[src/inc/chain_cfg_pkg.sv]
// constants and types for the driver chain configuration block
package chain_cfg_pkg;

	// host datagram layout
	localparam int HOST_FRAME_BITS = 32;
	localparam int HOST_SPACE_BIT = 31;
	localparam int HOST_ADDR_MSB = 30;
	localparam int HOST_ADDR_LSB = 25;
	localparam int HOST_RW_BIT = 24;
	localparam logic [5:0] CFG_ADDR = 6'h3F;
	localparam logic [5:0] HOST_CNT_FULL = 6'h20;
	localparam logic [5:0] HOST_CNT_MAX = 6'h3F;
	localparam logic [7:0] HOST_STATUS_BYTE = 8'h00;

	// configuration register layout
	localparam int CFG_WIDTH = 24;
	localparam int CFG_COUNT_LSB = 0;
	localparam int CFG_SEL_POL = 2;
	localparam int CFG_CLK_INV = 3;
	localparam int CFG_PHASE_INV = 4;
	localparam int CFG_DECAY_POL = 5;
	localparam int CFG_CUR_INV = 6;
	localparam int CFG_PER_DRIVER = 7;
	localparam int CFG_DIV_LSB = 8;
	localparam int CFG_REFRESH = 16;
	localparam logic [23:0] CFG_USED_MASK = 24'h01FFFF;
	localparam logic [23:0] CFG_RESET = 24'h000F00;
	localparam logic [1:0] COUNT_FORBIDDEN = 2'h3;

	// chain clock divider
	localparam logic [7:0] DIV_MIN = 8'h07;

	// driver datagram layout
	localparam int DRIVERS = 3;
	localparam int DRV_WORD_BITS = 12;
	localparam logic [11:0] PHASE_MASK = 12'h840;
	localparam logic [11:0] CUR_MASK = 12'h7BC;
	localparam logic [11:0] DECAY_MASK = 12'h002;
	localparam logic [3:0] DRV_LAST_BIT = 4'hB;

	typedef enum logic [2:0] {
		ST_IDLE = 3'b001,
		ST_SHIFT = 3'b010,
		ST_DONE = 3'b100
	} chain_state_t;

endpackage

[src/inc/chain_clk_if.sv]
// bundle between the chain engine and its clock generator
`timescale 1ns/10ps
interface chain_clk_if;
	logic run;
	logic [7:0] divider;
	logic level;
	logic rise;
	logic fall;
	modport gen (input run, input divider, output level, output rise,
		output fall);
	modport user (output run, output divider, input level, input rise,
		input fall);
endinterface

[src/verilog/chain_clock_gen.sv]
// chain clock divider with rise and fall strobes
`timescale 1ns/10ps
module chain_clock_gen
	import chain_cfg_pkg::*;
(
	input wire logic clk_sys_in,
	input wire logic rst_n_in,
	chain_clk_if.gen clk_if
);

	logic [7:0] cnt_q;
	logic [7:0] cnt_d;
	logic level_q;
	logic level_d;
	logic rise_q;
	logic fall_q;
	logic [7:0] low_limit;
	logic [7:0] limit;
	logic wrap;

	// below the floor the low phase fills up the fastest period, so the
	// clock only loses its symmetry and never runs faster
	assign low_limit = (clk_if.divider < DIV_MIN)
		? (DIV_MIN + DIV_MIN - clk_if.divider)
		: clk_if.divider;
	assign limit = level_q ? clk_if.divider : low_limit;
	assign wrap = clk_if.run & (cnt_q >= limit);
	assign cnt_d = (!clk_if.run || wrap) ? 8'h00 : cnt_q + 8'h01;
	assign level_d = clk_if.run & (wrap ? ~level_q : level_q);

	always_ff @(posedge clk_sys_in) begin
		if (!rst_n_in) begin
			cnt_q <= 8'h00;
			level_q <= 1'b0;
			rise_q <= 1'b0;
			fall_q <= 1'b0;
		end else begin
			cnt_q <= cnt_d;
			level_q <= level_d;
			rise_q <= wrap & ~level_q;
			fall_q <= wrap & level_q;
		end
	end

	assign clk_if.level = level_q;
	assign clk_if.rise = rise_q;
	assign clk_if.fall = fall_q;

endmodule

[src/verilog/driver_chain_serial_config.sv]
// global configuration and serial output engine of the driver chain
`timescale 1ns/10ps
module driver_chain_serial_config
	import chain_cfg_pkg::*;
(
	input wire logic clk_sys_in,
	input wire logic rst_n_in,
	input wire logic host_sck_in,
	input wire logic host_select_n_in,
	input wire logic host_mosi_in,
	output logic host_miso_out,
	output logic host_miso_oe_n_out,
	input wire logic send_req_in,
	input wire logic [DRIVERS*DRV_WORD_BITS-1:0] drv_word_in,
	output logic chain_clock_out,
	output logic chain_data_out,
	output logic chain_select_out,
	output logic second_driver_select_n_out,
	output logic third_driver_select_n_out,
	output logic chain_busy_out
);

	localparam int FRAME_BITS = DRIVERS * DRV_WORD_BITS;

	// host pin synchronisers
	logic [1:0] sck_sync_q;
	logic [1:0] sel_sync_q;
	logic [1:0] mosi_sync_q;
	logic sck_prev_q;
	logic sel_prev_q;

	// host datagram state
	logic [31:0] rx_q;
	logic [31:0] tx_q;
	logic [5:0] host_cnt_q;
	logic miso_oe_n_q;

	// configuration
	logic [23:0] cfg_q;
	logic [23:0] cfg_d;

	// chain engine
	chain_state_t state_q;
	chain_state_t state_d;
	logic [FRAME_BITS-1:0] shift_q;
	logic [1:0] seg_q;
	logic [3:0] bit_q;
	logic pending_q;
	logic clk_out_q;
	logic data_out_q;
	logic sel_out_q;
	logic sel2_n_q;
	logic sel3_n_q;
	logic busy_q;

	chain_clk_if clk_if ();

	chain_clock_gen u_clock_gen (
		.clk_sys_in(clk_sys_in),
		.rst_n_in(rst_n_in),
		.clk_if(clk_if)
	);

	// host edge decode on second synchroniser stage only
	logic sck_s;
	logic sel_n_s;
	logic mosi_s;
	logic sck_rise;
	logic sck_fall;
	logic sel_start;
	logic sel_end;
	logic sel_active;

	assign sck_s = sck_sync_q[1];
	assign sel_n_s = sel_sync_q[1];
	assign mosi_s = mosi_sync_q[1];
	assign sel_active = ~sel_n_s;
	assign sck_rise = sel_active & sck_s & ~sck_prev_q;
	assign sck_fall = sel_active & ~sck_s & sck_prev_q;
	assign sel_start = ~sel_n_s & sel_prev_q;
	assign sel_end = sel_n_s & ~sel_prev_q;

	// datagram decode
	logic host_hit;
	logic host_write;
	logic [1:0] new_count;

	assign host_hit = (host_cnt_q == HOST_CNT_FULL)
		& ~rx_q[HOST_SPACE_BIT]
		& (rx_q[HOST_ADDR_MSB:HOST_ADDR_LSB] == CFG_ADDR);
	assign host_write = sel_end & host_hit & ~rx_q[HOST_RW_BIT];
	// a forbidden count keeps the previous one
	assign new_count = (rx_q[CFG_COUNT_LSB+:2] == COUNT_FORBIDDEN)
		? cfg_q[CFG_COUNT_LSB+:2] : rx_q[CFG_COUNT_LSB+:2];
	assign cfg_d = host_write
		? (({rx_q[23:2], new_count}) & CFG_USED_MASK) : cfg_q;

	// configuration fields
	logic [1:0] drv_count;
	logic sel_pol;
	logic clk_inv;
	logic phase_inv;
	logic decay_pol;
	logic cur_inv;
	logic per_driver;
	logic refresh;

	assign drv_count = cfg_q[CFG_COUNT_LSB+:2];
	assign sel_pol = cfg_q[CFG_SEL_POL];
	assign clk_inv = cfg_q[CFG_CLK_INV];
	assign phase_inv = cfg_q[CFG_PHASE_INV];
	assign decay_pol = cfg_q[CFG_DECAY_POL];
	assign cur_inv = cfg_q[CFG_CUR_INV];
	assign per_driver = cfg_q[CFG_PER_DRIVER];
	assign refresh = cfg_q[CFG_REFRESH];

	// per-driver datagram coding
	logic [11:0] code_mask;
	logic [FRAME_BITS-1:0] coded;
	logic [FRAME_BITS-1:0] aligned;

	assign code_mask = (phase_inv ? PHASE_MASK : 12'h000)
		| (decay_pol ? DECAY_MASK : 12'h000)
		| (cur_inv ? CUR_MASK : 12'h000);

	genvar gi;
	generate
		for (gi = 0; gi < DRIVERS; gi++) begin : g_code
			assign coded[gi*DRV_WORD_BITS+:DRV_WORD_BITS] =
				drv_word_in[gi*DRV_WORD_BITS+:DRV_WORD_BITS] ^ code_mask;
		end
	endgenerate

	// last driver first, frame left aligned
	always_comb begin
		case (drv_count)
			2'h0: aligned = coded << (2 * DRV_WORD_BITS);
			2'h1: aligned = coded << DRV_WORD_BITS;
			default: aligned = coded;
		endcase
	end

	// engine sequencing
	logic start;
	logic last_bit;
	logic in_frame;

	// with refresh off, only a demand starts a frame; waiting for busy_q
	// low keeps two idle clocks between frames
	assign start = (state_q == ST_IDLE) & ~busy_q
		& (pending_q | refresh);
	assign last_bit = (bit_q == DRV_LAST_BIT) & (seg_q == 2'h0);
	assign in_frame = (state_q == ST_SHIFT);

	always_comb begin
		case (state_q)
			ST_IDLE: state_d = start ? ST_SHIFT : ST_IDLE;
			ST_SHIFT: state_d = (clk_if.fall & last_bit) ? ST_DONE
				: ST_SHIFT;
			ST_DONE: state_d = ST_IDLE;
			default: state_d = ST_IDLE;
		endcase
	end

	assign clk_if.run = in_frame;
	assign clk_if.divider = cfg_q[CFG_DIV_LSB+:8];

	// select decode
	logic sel_common;
	logic sel_out_d;
	logic sel2_n_d;
	logic sel3_n_d;

	assign sel_common = in_frame & (~per_driver | (seg_q == 2'h0));
	assign sel_out_d = per_driver ? ~sel_common
		: (sel_pol ? sel_common : ~sel_common);
	assign sel2_n_d = ~(in_frame & per_driver & (seg_q == 2'h1));
	assign sel3_n_d = ~(in_frame & per_driver & (seg_q == 2'h2));

	// host side registers
	always_ff @(posedge clk_sys_in) begin
		if (!rst_n_in) begin
			sck_sync_q <= 2'b00;
			sel_sync_q <= 2'b11;
			mosi_sync_q <= 2'b00;
			sck_prev_q <= 1'b0;
			sel_prev_q <= 1'b1;
		end else begin
			sck_sync_q <= {sck_sync_q[0], host_sck_in};
			sel_sync_q <= {sel_sync_q[0], host_select_n_in};
			mosi_sync_q <= {mosi_sync_q[0], host_mosi_in};
			sck_prev_q <= sck_s;
			sel_prev_q <= sel_n_s;
		end
	end

	always_ff @(posedge clk_sys_in) begin
		if (!rst_n_in) begin
			rx_q <= 32'h00000000;
			host_cnt_q <= 6'h00;
		end else if (sel_start) begin
			host_cnt_q <= 6'h00;
		end else if (sck_rise) begin
			rx_q <= {rx_q[30:0], mosi_s};
			if (host_cnt_q != HOST_CNT_MAX) begin
				host_cnt_q <= host_cnt_q + 6'h01;
			end
		end
	end

	// reply carries the current configuration
	always_ff @(posedge clk_sys_in) begin
		if (!rst_n_in) begin
			tx_q <= 32'h00000000;
			miso_oe_n_q <= 1'b1;
		end else begin
			miso_oe_n_q <= sel_n_s;
			if (sel_start) begin
				tx_q <= {HOST_STATUS_BYTE, cfg_q};
			end else if (sck_fall) begin
				tx_q <= {tx_q[30:0], 1'b0};
			end
		end
	end

	always_ff @(posedge clk_sys_in) begin
		if (!rst_n_in) begin
			cfg_q <= CFG_RESET;
		end else begin
			cfg_q <= cfg_d;
		end
	end

	// demand flag: a new request wins over the clear at start
	always_ff @(posedge clk_sys_in) begin
		if (!rst_n_in) begin
			pending_q <= 1'b0;
		end else begin
			pending_q <= send_req_in | (pending_q & ~start);
		end
	end

	// frame shifter
	always_ff @(posedge clk_sys_in) begin
		if (!rst_n_in) begin
			state_q <= ST_IDLE;
			shift_q <= '0;
			seg_q <= 2'h0;
			bit_q <= 4'h0;
		end else begin
			state_q <= state_d;
			if (start) begin
				shift_q <= aligned;
				seg_q <= drv_count;
				bit_q <= 4'h0;
			end else if (in_frame && clk_if.fall) begin
				shift_q <= {shift_q[FRAME_BITS-2:0], 1'b0};
				if (bit_q == DRV_LAST_BIT) begin
					bit_q <= 4'h0;
					seg_q <= seg_q - 2'h1;
				end else begin
					bit_q <= bit_q + 4'h1;
				end
			end
		end
	end

	// registered pins
	always_ff @(posedge clk_sys_in) begin
		if (!rst_n_in) begin
			clk_out_q <= 1'b0;
			data_out_q <= 1'b0;
			sel_out_q <= 1'b1;
			sel2_n_q <= 1'b1;
			sel3_n_q <= 1'b1;
			busy_q <= 1'b0;
		end else begin
			clk_out_q <= clk_if.level ^ clk_inv;
			data_out_q <= in_frame & shift_q[FRAME_BITS-1];
			sel_out_q <= sel_out_d;
			sel2_n_q <= sel2_n_d;
			sel3_n_q <= sel3_n_d;
			busy_q <= (state_q != ST_IDLE);
		end
	end

	assign host_miso_out = tx_q[31];
	assign host_miso_oe_n_out = miso_oe_n_q;
	assign chain_clock_out = clk_out_q;
	assign chain_data_out = data_out_q;
	assign chain_select_out = sel_out_q;
	assign second_driver_select_n_out = sel2_n_q;
	assign third_driver_select_n_out = sel3_n_q;
	assign chain_busy_out = busy_q;

endmodule

[config.mk]
export PLATFORM = sky130hd
export DESIGN_NAME = driver_chain_serial_config
export DESIGN_NICKNAME = d
export VERILOG_FILES = /design/src/inc/chain_cfg_pkg.sv /design/src/inc/chain_clk_if.sv /design/src/verilog/chain_clock_gen.sv /design/src/verilog/driver_chain_serial_config.sv
export SDC_FILE = /design/constraint.sdc
export NUM_CORES = 1
export LEC_CHECK = 0
export BUFFER_PORTS_ARGS = -buffer_cell sky130_fd_sc_hd__buf_2
export CORE_MARGIN = 5
export CORE_UTILIZATION = 45
export CTS_CLUSTER_DIAMETER = 120
export DETAILED_ROUTE_END_ITERATION = 10
export HOLD_SLACK_MARGIN = 0.12
export PLACE_DENSITY = 0.59
export SYNTH_ARGS = -nofsm -noshare
export SYNTH_HDL_FRONTEND = slang
export SYNTH_SLANG_ARGS = --single-unit
[constraint.sdc]
create_clock -name clk_sys_in -period 5.72 [get_ports clk_sys_in]
set_clock_uncertainty 0.15 [all_clocks]
set_input_delay 1.144 -clock clk_sys_in [delete_from_list [all_inputs] [get_ports clk_sys_in]]
set_output_delay 1.144 -clock clk_sys_in [all_outputs]
set_load 0.01 [all_outputs]
-- Word-level counts from Yosys, hierarchy flattened
Index checks and enable logic that the tools add are counted.
- register bits after elaboration: 157
- word-level logic and storage cells: 126
- $add $sub $neg: 5
- magnitude comparators: 2
- equality and inequality tests: 11
- mux-type cells: 20
- bitwise logic cells: 48
- reductions and logical operators: 15
- operators with widths (cell ; count):
    $mux W36 ; 2
    $pmux W36 S2 ; 1
    $mux W24 ; 2
    $xor A12 B12 Y12 ; 3
    $and A1 B1 Y1 ; 23
    $mux W8 ; 2
    $not A1 Y1 ; 16
    $eq A6 B6 Y1 const B ; 2
    $mux W12 ; 1
    $or A12 B11 Y12 ; 1
    $or A12 B2 Y12 ; 1
    $mux W11 ; 1
    $mux W2 ; 5
    $add A8 B1 Y8 const B ; 1
    $ge A8 B8 Y1 ; 1
    $lt A8 B3 Y1 const B ; 1
    $reduce_and A2 Y1 ; 4
    $sub A4 B8 Y8 const A ; 1
    $add A6 B1 Y6 const B ; 1
    $ne A6 B6 Y1 const B ; 1
    $pmux W3 S2 ; 1
    $reduce_bool A2 Y1 ; 3
    $reduce_or A2 Y1 ; 3
    $add A4 B1 Y4 const B ; 1
    16 further kinds ; 23

-- Depth between registers and ports, before layout
Gate-level depths: netlist of the first run.
- depth in word-level cells: 7
- mapped depth: 12
- gate-level depth less buffers: 12

-- Cells and area by module
From an unflattened synthesis of the first run, not the netlist that was laid out.
- cell total of the unflattened synthesis: 844
- area total of the unflattened synthesis: 7156.9 µm²
- by module, submodules not included (module ; times used ; cells each ; area an instance (µm²)):
    driver_chain_serial_config ; 1 ; 768 ; 6439.9
    chain_clock_gen ; 1 ; 76 ; 716.9

-- Worst setup path after synthesis of the first run
Ideal clock, no wire load.
- path type: register to register
- start point: reg cfg_q[8]
- end point: reg u_clock_gen.level_q, in the netlist u_clock_gen.clk_if.level
- arrival: 2.410 ns
- setup slack: 3.045 ns
- cell stages (with the launch flop): 13
- path buffers: 0
- clock period less this slack: 2.675 ns
- path through: dfxtp_1 -> ha_1 -> a211oi_1 -> nand2_1 -> nor2_1 -> xnor2_1 -> ha_1 -> a211o_1 -> a31oi_1 -> o21ai_0 -> and2_1 -> ha_1 -> and3_1
- longest elaborated chain between the ends: 7
- elaborated cells on any way between the ends: 8
- those cells by class: add/sub (1); order compare (2); mux (3); bitwise (2)
- ends and longest elaborated chain (element ; line ; RTL):
    from (decl) ; driver_chain_serial_config.sv:39 ; logic [23:0] cfg_q;
    from (signal assigned) ; driver_chain_serial_config.sv:230 ; cfg_q <= cfg_d;
    $sub A4 B8 Y8 or $lt A8 B3 Y1 (tied branches) ; chain_clock_gen.sv:24, chain_clock_gen.sv:23 ;
    $mux W8 ; chain_clock_gen.sv:24 ; ? (DIV_MIN + DIV_MIN - clk_if.divider)
    $mux W8 * ; chain_clock_gen.sv:26 ; assign limit = level_q ? clk_if.divider : low_limit;
    $ge A8 B8 Y1 * ; chain_clock_gen.sv:27 ; assign wrap = clk_if.run & (cnt_q >= limit);
    $and A1 B1 Y1 * ; chain_clock_gen.sv:27 ;
    $mux W1 * ; chain_clock_gen.sv:29 ; assign level_d = clk_if.run & (wrap ? ~level_q : level_q);
    $and A1 B1 Y1 * ; chain_clock_gen.sv:29 ;
    to (signal assigned) ; chain_clock_gen.sv:39 ; level_q <= level_d;
    to (decl) ; chain_clock_gen.sv:13 ; logic level_q;
Every way passes the cells marked *; elsewhere a longest branch is shown, timed or not.
A chain may end at the register's enable or synchronous reset.

-- Worst setup path after layout of the first run
Ends and elaborated chain as after synthesis.

==> results of run 1 <==
-- cells in the final DEF, fill, tap and decap left out, drive strengths merged, types with 2 or more instances in the layout --
cell type	n
xnor2	19
and2	10
clkinvlp	5
or3	2
nor4	2
nor3b	3
nor3	2
nand4	3
a31oi	2
and3	5
o21ai	26
a22oi	7
xor2	30
mux2	10
a21oi	74
mux2i	28
dfxtp	157
bufinv	4
nand2b	6
or3b	2
nand4b	2
buf	61
inv	13
clkbuf	19
nor2	60
a311oi	40
o211ai	2
ha	18
nand3	11
clkinv	3
a221oi	14
nor2b	3
a211oi	2
nand2	190
o2111ai	4
-- critical path, stage by stage, from the launching register on --
cell and delay (ns):
dfxtp_1 0.38, ha_1 0.23, a211oi_1 0.22, nand2_1 0.13
nor2_1 0.15, xnor2_1 0.14, ha_1 0.27, a211o_1 0.30
a31oi_1 0.17, o21ai_0 0.09, and2_1 0.18, ha_1 0.26
and3_1 0.14
-- cells by family (layout without fill, tap and decap cells) --
logic type | Yosys count | in the layout | share of synthesized area
multiplexers | 38 | 38 | 0.0562
buffers and inverters | 76 | 105 | 0.0463
AO/OA/AOI/OAI | 175 | 175 | 0.163
AND/OR/NAND/NOR | 308 | 308 | 0.192
flip-flops | 157 | 157 | 0.449
adder cells (fa/ha/maj) | 18 | 18 | 0.0322
XOR/XNOR | 49 | 49 | 0.0614
-- worst min path at each step --
stage,from,end,slack (ns),depth (start not counted)
2_1_floorplan,sel_sync_q[0],sel_sync_q[1],0.24,1
4_1_cts,sel_sync_q[0],sel_sync_q[1],0.27,1
5_1_grt,sel_sync_q[0],sel_sync_q[1],0.31,1
6_report,sel_sync_q[0],sel_sync_q[1],0.27,1
3_3_place_gp,sel_sync_q[0],sel_sync_q[1],0.24,1
3_5_place_dp,sel_sync_q[0],sel_sync_q[1],0.26,1
-- power by group through the flow --
stage	combinational [uW]	clock, uW	sequential, uW
6_report	142	1210	1150
5_1_grt	160	1280	1150
4_1_cts	143	1230	1150
3_5_place_dp	143	0	1170
3_3_place_gp	138	0	1170
2_1_floorplan	102	0	1170
-- flip-flops by register name (all words and copies together), names as in the netlist, 2 cells and up --
signal and cells:
tx_q 32, sel_sync_q 2, host_cnt_q 6, u_clock_gen.cnt_q 8, mosi_sync_q 2, state_q 3
cfg_q 17, seg_q 2, sck_sync_q 2, shift_q 36, rx_q 32, bit_q 4
-- routing by layer --
metal / track usage / vias up / wire length (um)
li1: - / 2864 / -
met2: 0.304 / 111 / 7620
met5: 0 / - / 0
met3: 0.0484 / 20 / 644
met4: 0.0605 / 0 / 259
met1: 0.216 / 2670 / 7100
-- stage by stage --
stage | power (uW) | util
6_report | 2500 | 0.523
3_3_place_gp | 1310 | 0.481
2_1_floorplan | 1270 | -
4_1_cts | 2520 | 0.523
5_1_grt | 2600 | 0.523
3_5_place_dp | 1320 | 0.481
-- layout make-up --
| class | count | share of cell area |
|---|---|---|
| multi-input combinational | 588 | 0.447 |
| sequential | 157 | 0.395 |
| clock buffer | 19 | 0.0569 |
| timing repair buffer | 61 | 0.0421 |
| tap | 188 | 0.0296 |
| clock inverter | 13 | 0.0237 |
| inverter | 12 | 0.00566 |
==> results by group, run 1 <==
Status
  – Status: completed

Final layout
  – N_diodes: 0
  – Design Area, Final: between 0.007 and 0.008 sq mm
  – Multi-input gate area: 0.00356 sq mm
  – Post-synthesis to final-layout area growth: 13.8%
  – Share of cells above drive strength 1: 0.133
  – Post-Layout Cell Count: 1038
  – Fillers: 1411
  – Area occupied by registers: between 0.003 and 0.004 sq mm
  – Net count, final: about 900

Timing
  – Worst Hold Slack: 0.267 ns
  – Worst-margin pin slew: roughly 1.2 ns
  – Slew Limit Headroom: 0.189
  – Fin crit period: 2.92 ns
  – Final Hold Vio Count: 0
  – RSZ-0062 raised after global routing: false
  – Final Slew Violations: 0
  – Fmax: 0.342 GHz
  – Setup tns final: 0 ns
  – Final setup fails: 0
  – Final Cycle Share: 0.511
  – Final WS setup: 2.80 ns

Drt
  – Final wirelength: 15600 um
  – DRT Pass-1 Iters: 5
  – Vias/cell: 5.46
  – Drt first-iter violations: approximately 380
  – DRT antenna net count: 0
  – Drt wl/cell: 15.1 um
  – # DRC: 0
  – Via total after detailed routing: 5665

Power
  – Reg power frac: 0.460
  – Leak: 0.00290 uW
  – P_sw: approximately 560 uW
  – VDD IR-drop max: 0.235 mV
  – Gate power share: 0.057
  – Switch share: 0.222
  – Clock power share: 0.483
  – Power Internal: 1940 uW
  – Pwr per Cell Area: 314 mW/mm^2

Clock tree
  – Sink Count: 157
  – Max Root-Sink Buffers: 2
  – CTS root buf: clkbuf_16
  – Postcts setup bufs: 0
  – H-tree depth: 4
  – Cts hold-fix bufs: 0
  – Later-pin clock latency in the skew report: 0.42 ns
  – Resize count post-CTS: 0
  – CTS Buf Count: 17
  – CTS tree: yes
  – Reg clk slew, reported paths: about 0.07 ns

Yosys
  – YS warnings: 0
  – Synthesized instance count: 821
  – Top cells by area, synth: dfxtp_1 (45%), nand2_1 (10%), a21oi_1 (5.3%)
  – Mean Syn Cell Area: 8.52 sq um
  – Syn nets: 881
  – Yosys cell types: 53
  – Most common cell in the synthesized netlist: nand2_1
  – Post-synth EDFFs: 0
  – Cell Area, Synth: 0.00699 sq mm
  – Area leader, netlist: dfxtp_1
  – Synth cell count leaders: nand2_1 (190), dfxtp_1 (157), a21oi_1 (74), nor2_1 (60), clkbuf_1 (48)
  – Synthesized flop and latch total: ~160
  – Post-synth ARST share: 0
  – Share of the synthesized area in the top cell type: 0.449
  – Seq/Total Area, Yosys: 0.449
  – Top FF cell, synth: dfxtp_1

Worst setup path
  – Setup slack, reg-to-reg: 2.80 ns
  – Path depth of the worst reg2reg path: 12
  – Crit path DAT: just over 3 ns
  – Worst-path fanout max: 6
  – CP required: 5.88 ns
  – Crit end category: flop
  – Reg-to-Reg Start: cfg_q[8]
  – Critical path type: reg -> reg
  – CP startpoint kind: flop
  – Worst r2r dst: u_clock_gen.clk_if.level
  – Critical Path End: u_clock_gen.clk_if.level
  – Worst Setup SP: cfg_q[8]

Die
  – I/O Pins: 50
  – Die Width: 135 um
  – Core Area: 0.0152 sq mm
  – Initial Util: 0.460
  – Std-Cell Rows: 45
  – Die Y: around 130 um
  – DIE AREA: 0.0181 sq mm

Placed design
  – Place WS: 2.40 ns
  – Hpwl dp: 10300 um
  – GPL Wtd Cong: 0.788
  – Placed Area: about 0.0073 sq mm
  – Port Buf Inserts: 49
  – Post-Place Cells: roughly 1000

Global route
  – Vias in the first global route: 5579
  – Grt total ovfl: 0
  – First-pass GRT wire length: 26500 um
  – Initial antenna violation count: 0
  – Largest net degree at the start of global routing: 69
  – GRT Overall Usage: 0.178

Worst hold path
  – Worst Hold Class: reg -> reg

Run
  – Max Cap Viol: 0
(Power assumes the default switching activity.)
==> run 2: changes to the inputs <==
Settings changed: ABC_AREA set to 1, PLACE_DENSITY 0.59 to 0.62.
Clock period 5.72 ns to 2.4 ns, I/O delays scaled along.
==> results by group, run 2 <==
Drt
  – # DRC: 0 (unchanged)
  – DRT antenna net count: 0 (unchanged)
  – Final wirelength: 17300 um (+11%)
  – Drt wl/cell: 12.5 um (-17%)
  – Vias/cell: 4.83 (-11%)
  – Met2 WL: 7460 um (-2.2%)
  – DR WL met3: 510 um (-21%)
  – Drt first-iter violations: 529 (+41%)
  – M1 wire length: 9210 um (+30%)
  – Via total after detailed routing: 6732 (+19%)
  – Top Layer Used: met4
  – DRT Pass-1 Iters: 5 (unchanged)

Worst setup path
  – Worst path slowest cell: dfxtp_4
  – CP startpoint kind: flop
  – Worst-path fanout max: 3 (-3)
  – Crit end category: flop
  – Crit path DAT: 2.47 ns (-0.61 ns)
  – CP required: 2.56 ns (-3.32 ns)
  – Critical path type: reg -> reg
  – Crit path cell chain: buf_4 -> ha_2 -> nor3_2 -> xor2_1 -> ha_1 -> nand2_1 -> inv_1 -> nand2_1 -> nand2_1 -> nand2_2 -> nand3_2 -> nand2_1 -> inv_1 -> ha_1 -> nand2_1 -> nor2_1
  – CP peak stage delay: 0.36 ns (-0.02 ns)
  – WP buf/inv: 3 (+3)
  – CP top delay family: adder cells
  – CP dominant cell by count: nand2_1

Global route
  – GRT Overall Usage: 0.180 (+0.00236)
  – Vias in the first global route: 5989 (+7.3%)
  – First-pass GRT wire length: 29400 um (+11%)
  – Initial antenna violation count: 0 (unchanged)
  – Grt total ovfl: 0 (unchanged)
  – Largest net degree at the start of global routing: 43 (-38%)

Yosys
  – Share of the synthesized area in the top cell type: 0.416 (-0.0338)
  – Top FF cell, synth: dfxtp_1
  – Most common cell in the synthesized netlist: nand2_1
  – Cell Area, Synth: 0.00756 sq mm (+8.1%)
  – Synth cell count leaders: nand2_1 (310), nor2_1 (169), dfxtp_1 (157), nand3_1 (102), inv_1 (98)
  – Synthesized flop and latch total: 157 (unchanged)
  – Post-synth EDFFs: 0 (unchanged)
  – Area leader, netlist: dfxtp_1
  – Seq/Total Area, Yosys: 0.416 (-0.0338)
  – Top cells by area, synth: dfxtp_1 (42%), nand2_1 (15%), nor2_1 (8.4%)
  – Post-synth ARST share: 0 (unchanged)
  – Yosys cell types: 35 (-34%)
  – YS warnings: 0 (unchanged)
  – Mean Syn Cell Area: 6.75 sq um (-21%)
  – Synthesized instance count: 1121 (+37%)
  – Syn nets: 1181 (+34%)

Timing
  – Final setup fails: 0 (unchanged)
  – Worst-margin pin slew: 0.970 ns (-0.244 ns)
  – Fmax: 0.433 GHz (+27%)
  – Slew Limit Headroom: 0.353 (+0.164)
  – Final WS setup: 0.0929 ns (-2.71 ns)
  – Final Hold Vio Count: 0 (unchanged)
  – Final Slew Violations: 0 (unchanged)
  – RSZ-0062 raised after global routing: true
  – Fin crit period: 2.31 ns (-0.614 ns)
  – Final Cycle Share: 0.961 (+0.451)

Die
  – I/O Pins: 50 (unchanged)
  – Die Y: 140 um (+3.7%)
  – Initial Util: 0.458 (-0.00236)
  – Die Width: 140 um (+3.7%)
  – DIE AREA: 0.0195 sq mm (+7.5%)
  – Core Area: 0.0165 sq mm (+8.7%)
  – Std-Cell Rows: 47 (+4.4%)

Final layout
  – Fillers: 1676 (+19%)
  – Commonest non-fill, non-tap cell in the layout: nand2_1
  – Net count, final: 1220 (+36%)
  – Most frequent cells in the layout: nand2_1 (307), nor2_1 (168), dfxtp_1 (155), nand3_1 (101), inv_1 (98)
  – Post-synthesis to final-layout area growth: 14.0%
  – Largest register FFs: 36 (unchanged)
  – Largest regs: shift_q (36), rx_q (32), tx_q (32)
  – N_diodes: 0 (unchanged)
  – Area occupied by registers: 0.00315 sq mm (+0.24%)
  – Multi-input gate area: 0.00378 sq mm (+6.2%)
  – Reg with most FFs: shift_q
  – Post-Route Utilization: 0.522 (-0.00184)
  – Share of cells above drive strength 1: 0.120 (-0.0127)

Placed design
  – Hpwl dp: 12000 um (+16%)
  – GPL Wtd Cong: 0.830 (+5.3%)
  – Place WS: 0.0324 ns (-2.37 ns)
  – Port Buf Inserts: 49 (unchanged)

Clock tree
  – Sink Count: 157 (unchanged)
  – CTS tree: yes
  – Later-pin clock latency in the skew report: 0.42 ns (about the same)
  – CTS root buf: clkbuf_16
  – H-tree depth: 4 (unchanged)
  – CTS Buf Count: 17 (unchanged)
  – Reg clk slew, reported paths: 0.06 ns (about the same)
  – Max Root-Sink Buffers: 2 (unchanged)

Power
  – VDD IR-drop max: 0.517 mV (+120%)
  – Gate power share: 0.071 (+0.014)
  – Reg power frac: 0.469 (+0.009)
  – Power Internal: 4360 uW (+120%)
  – P_sw: 1410 uW (+150%)
  – Switch share: 0.244 (+0.0214)
  – Leak: 0.00417 uW (+44%)
  – Tot Pwr: 5770 uW (+130%)
  – Clock power share: 0.460 (-0.023)
  – Pwr per Cell Area: 669 mW/mm^2 (+110%)

Status
  – Status: completed

Worst hold path
  – Worst Hold Class: in -> reg

Run
  – Max Cap Viol: 0 (unchanged)
==> run 2: cell count changes in the layout (fill, tap and decap cells not counted), sizes merged, moves of 13 or more <==
cell	previous run	this run
a21oi	74	49
a221oi	14	0
a311oi	40	0
inv	13	109
mux2i	28	0
nand2	190	316
nand3	11	105
nor2	60	177
o21ai	26	93
xnor2	19	6
xor2	30	5
==> run 2: final timing paths <==
| kind | startpoint | to | slack (ns) | depth (start not counted) |
|---|---|---|---|---|
| max | cfg_q[8] | u_clock_gen.clk_if.level | 0.09 | 16 |
| max reg2reg | cfg_q[8] | u_clock_gen.clk_if.level | 0.09 | 16 |
| min | send_req_in | pending_q | 0.13 | 3 |
| min reg2reg | sck_sync_q[0] | sck_sync_q[1] | 0.27 | 2 |
==> run 2: what timing repair did <==
action | 4_1_cts | 5_1_grt
hold buffers | 3 | 0
buffers inserted | 0 | 1
resized for setup | 0 | 13
endpoints found under the setup margin | 0 | 6
hold endpoints to repair | 3 | 0
==> run 2: final cells by class <==
type                    count  area share
multi-input cells         805       0.438
flip-flops and latches    157       0.366
clock buffers              22      0.0562
repair buffers             73      0.0502
inverters                 106      0.0462
well taps                 220      0.0319
clock inverters            10      0.0119
==> run 2: kinds of logic (layout without fill, tap and decap cells) <==
| group | Yosys count | after routing | synth area share |
|---|---|---|---|
| buffers and inverters | 159 | 211 | 0.0897 |
| AOI/OAI and AO/OA | 157 | 157 | 0.109 |
| adders and majority gates | 18 | 18 | 0.0298 |
| DFF | 157 | 157 | 0.416 |
| and+or+nand+nor | 619 | 619 | 0.343 |
| xor gates and xnor gates | 11 | 11 | 0.0127 |
==> run 2: power by group through the flow <==
stage / Sequential, uW / Clock [uW] / Combinational (uW)
floorplan: 2760 / 0 / 296
global placement: 2760 / 0 / 409
detailed placement: 2760 / 0 / 408
CTS: 2710 / 2700 / 415
global route: 2710 / 2820 / 470
finish: 2700 / 2650 / 412
==> run 2: through the flow <==
stage	hold slack, ns	setup TNS (ns)	std cells	instance area [sq um]
2_1_floorplan	0.240	0	1121	7560
3_3_place_gp	0.248	0	1357	7950
3_5_place_dp	0.264	0	1357	7950
4_1_cts	0.120	0	1392	8570
5_1_grt	0.144	-0.106	1393	8620
6_report	0.131	0	1393	8620
==> run 2: metal layers <==
layer	vias to the layer above	GRT usage
met5	-	0
met3	13	0.0367
met1	3000	0.268
met4	0	0.0505
met2	92	0.265
li1	3627	-
==> run 2: tightest hold or removal path: cells and delay by family <==
family	cells	cell delay, ns
compound gates	1	0.03
buf+inv	1	0.08
simple gates	1	0.08
==> run 3: changes to the inputs <==
Settings changed: CTS_BUF_LIST set to sky130_fd_sc_hd__clkbuf_8.
==> results by group, run 3 (synthesized netlist as in run 2, its figures left out) <==
Status
  – Status: completed

Drt
  – Final wirelength: 17300 um (-0.39%)
  – DRT antenna net count: 0 (unchanged)
  – DRT Pass-1 Iters: 6 (+1)
  – Drt first-iter violations: 570 (+7.8%)
  – # DRC: 0 (unchanged)
  – Drt wl/cell: 12.4 um (-0.46%)
  – Via total after detailed routing: 6771 (+0.58%)
  – Vias/cell: 4.86 (+0.51%)

Die
  – DIE AREA: 0.0195 sq mm (unchanged)
  – I/O Pins: 50 (unchanged)
  – Core Area: 0.0165 sq mm (unchanged)
  – Initial Util: 0.458 (unchanged)
  – Die Y: 140 um (unchanged)
  – Die Width: 140 um (unchanged)
  – Std-Cell Rows: 47 (unchanged)

Placed design
  – Place WS: 0.0324 ns (unchanged)
  – Port Buf Inserts: 49 (unchanged)
  – GPL Wtd Cong: 0.830 (unchanged)
  – Hpwl dp: 12000 um (unchanged)

Clock tree
  – CTS Buf Count: 17 (unchanged)
  – CTS tree: yes
  – Sink Count: 157 (unchanged)
  – Max Root-Sink Buffers: 2 (unchanged)
  – Reg clk slew, reported paths: 0.09 ns (+0.03 ns)
  – CTS root buf: clkbuf_8
  – Later-pin clock latency in the skew report: 0.45 ns (+0.03 ns)
  – H-tree depth: 4 (unchanged)

Timing
  – Worst Hold Slack: 0.164 ns (+0.0329 ns)
  – Final WS setup: 0.0701 ns (-0.0228 ns)
  – Final Slew Violations: 0 (unchanged)
  – Fin crit period: 2.33 ns (+0.0228 ns)
  – RSZ-0062 raised after global routing: true
  – Final setup fails: 0 (unchanged)
  – Setup tns final: 0 ns (unchanged)
  – Fmax: 0.429 GHz (-0.98%)
  – Worst-margin pin slew: 0.943 ns (-0.0265 ns)
  – Final Hold Vio Count: 0 (unchanged)
  – Final Cycle Share: 0.971 (+0.00951)
  – Slew Limit Headroom: 0.370 (+0.0177)

Global route
  – Initial antenna violation count: 0 (unchanged)
  – Grt total ovfl: 0 (unchanged)
  – GRT Overall Usage: 0.179 (-0.00149)
  – Largest net degree at the start of global routing: 43 (unchanged)
  – First-pass GRT wire length: 29100 um (-0.73%)
  – Vias in the first global route: 5969 (-0.33%)

Final layout
  – Largest regs: shift_q (36), rx_q (32), tx_q (32)
  – Share of cells above drive strength 1: 0.119 (-0.000954)
  – Largest register FFs: 36 (unchanged)
  – Commonest non-fill, non-tap cell in the layout: nand2_1
  – Post-synthesis to final-layout area growth: 11.5%
  – Most frequent cells in the layout: nand2_1 (307), nor2_1 (168), dfxtp_1 (155), nand3_1 (101), inv_1 (99)
  – N_diodes: 0 (unchanged)
  – Reg with most FFs: shift_q
  – Post-Route Utilization: 0.510 (-0.0113)
  – Net count, final: 1221 (+0.082%)

Worst hold path
  – Hold Crit Depth: 3 (unchanged)
  – Worst Hold Class: in -> reg

Worst setup path
  – CP required: 2.60 ns (+0.04 ns)
  – CP startpoint kind: flop
  – Crit path DAT: 2.53 ns (+0.06 ns)
  – Critical path type: reg -> reg
  – Crit end category: flop
  – Worst-path fanout max: 5 (+2)
  – Setup slack, reg-to-reg: 0.07 ns (-0.02 ns)
  – Path depth of the worst reg2reg path: 17 (+1)

Power
  – Pwr per Cell Area: 601 mW/mm^2 (-10%)
  – Leak: 0.00409 uW (-1.9%)
  – VDD IR-drop max: 0.395 mV (-24%)

Run
  – Max Cap Viol: 0 (unchanged)
-- run 3: per-layer routing --
metal,GRT usage,up-vias,share of wire
met5,0,-,0
met3,0.0346,18,0.043
met2,0.261,124,0.43
li1,-,3630,-
met4,0.0510,0,0.012
met1,0.267,2999,0.51
-- run 3: layout make-up --
type	instances	area, sq um
repair buffers	74	443
clock buffers	21	289
flip-flops and latches	157	3150
inverters	106	398
well taps	220	275
multi-input cells	805	3770
fillers	1704	8090
clock inverters	11	106
-- run 3: repair_timing --
action                                  CTS  global route
hold buffers                              4             0
endpoints found under the setup margin    0             6
gates resized for setup                   0            11
buffers inserted                          0             1
endpoints found under the hold margin     4             0
-- run 3: critical path, cell delays in order (launching register included) --
cell and delay (ns):
dfxtp_2 0.36, ha_4 0.16, nand2_2 0.06, nand2_2 0.06, nor3_2 0.18, xor2_1 0.17, ha_1 0.24, nand2_1 0.08
inv_1 0.04, nand2_1 0.05, nand2_1 0.05, nand2_2 0.08, nand3_2 0.07, nand2_1 0.07, inv_1 0.04, ha_1 0.26
nand2_1 0.06, nor2_1 0.03
-- run 3: through the flow --
| stage | cells | cell area [sq um] | power, uW |
|---|---|---|---|
| 3_5_place_dp | 1357 | 7950 | 3170 |
| 5_1_grt | 1394 | 8430 | 5300 |
| 6_report | 1394 | 8430 | 5070 |
| 3_3_place_gp | 1357 | 7950 | 3170 |
| 2_1_floorplan | 1121 | 7560 | 3050 |
| 4_1_cts | 1393 | 8390 | 5130 |
-- run 3: worst paths after layout --
| kind | startpoint | to |
|---|---|---|
| worst min register to register | cfg_q[7] | second_driver_select_n_out |
| worst max register to register | cfg_q[9] | u_clock_gen.clk_if.level |
| worst max-delay path | cfg_q[9] | u_clock_gen.clk_if.level |
| worst min-delay path | drv_word_in[0] | shift_q[0] |
-- run 3: report_power, final --
group / switching, uW / internal, uW / leakage (uW) / total, uW
sequential: 33.2 / 2670 / 0.00127 / 2700
combinational: 268 / 144 / 0.00262 / 412
clock: 1020 / 940 / 0.000201 / 1960
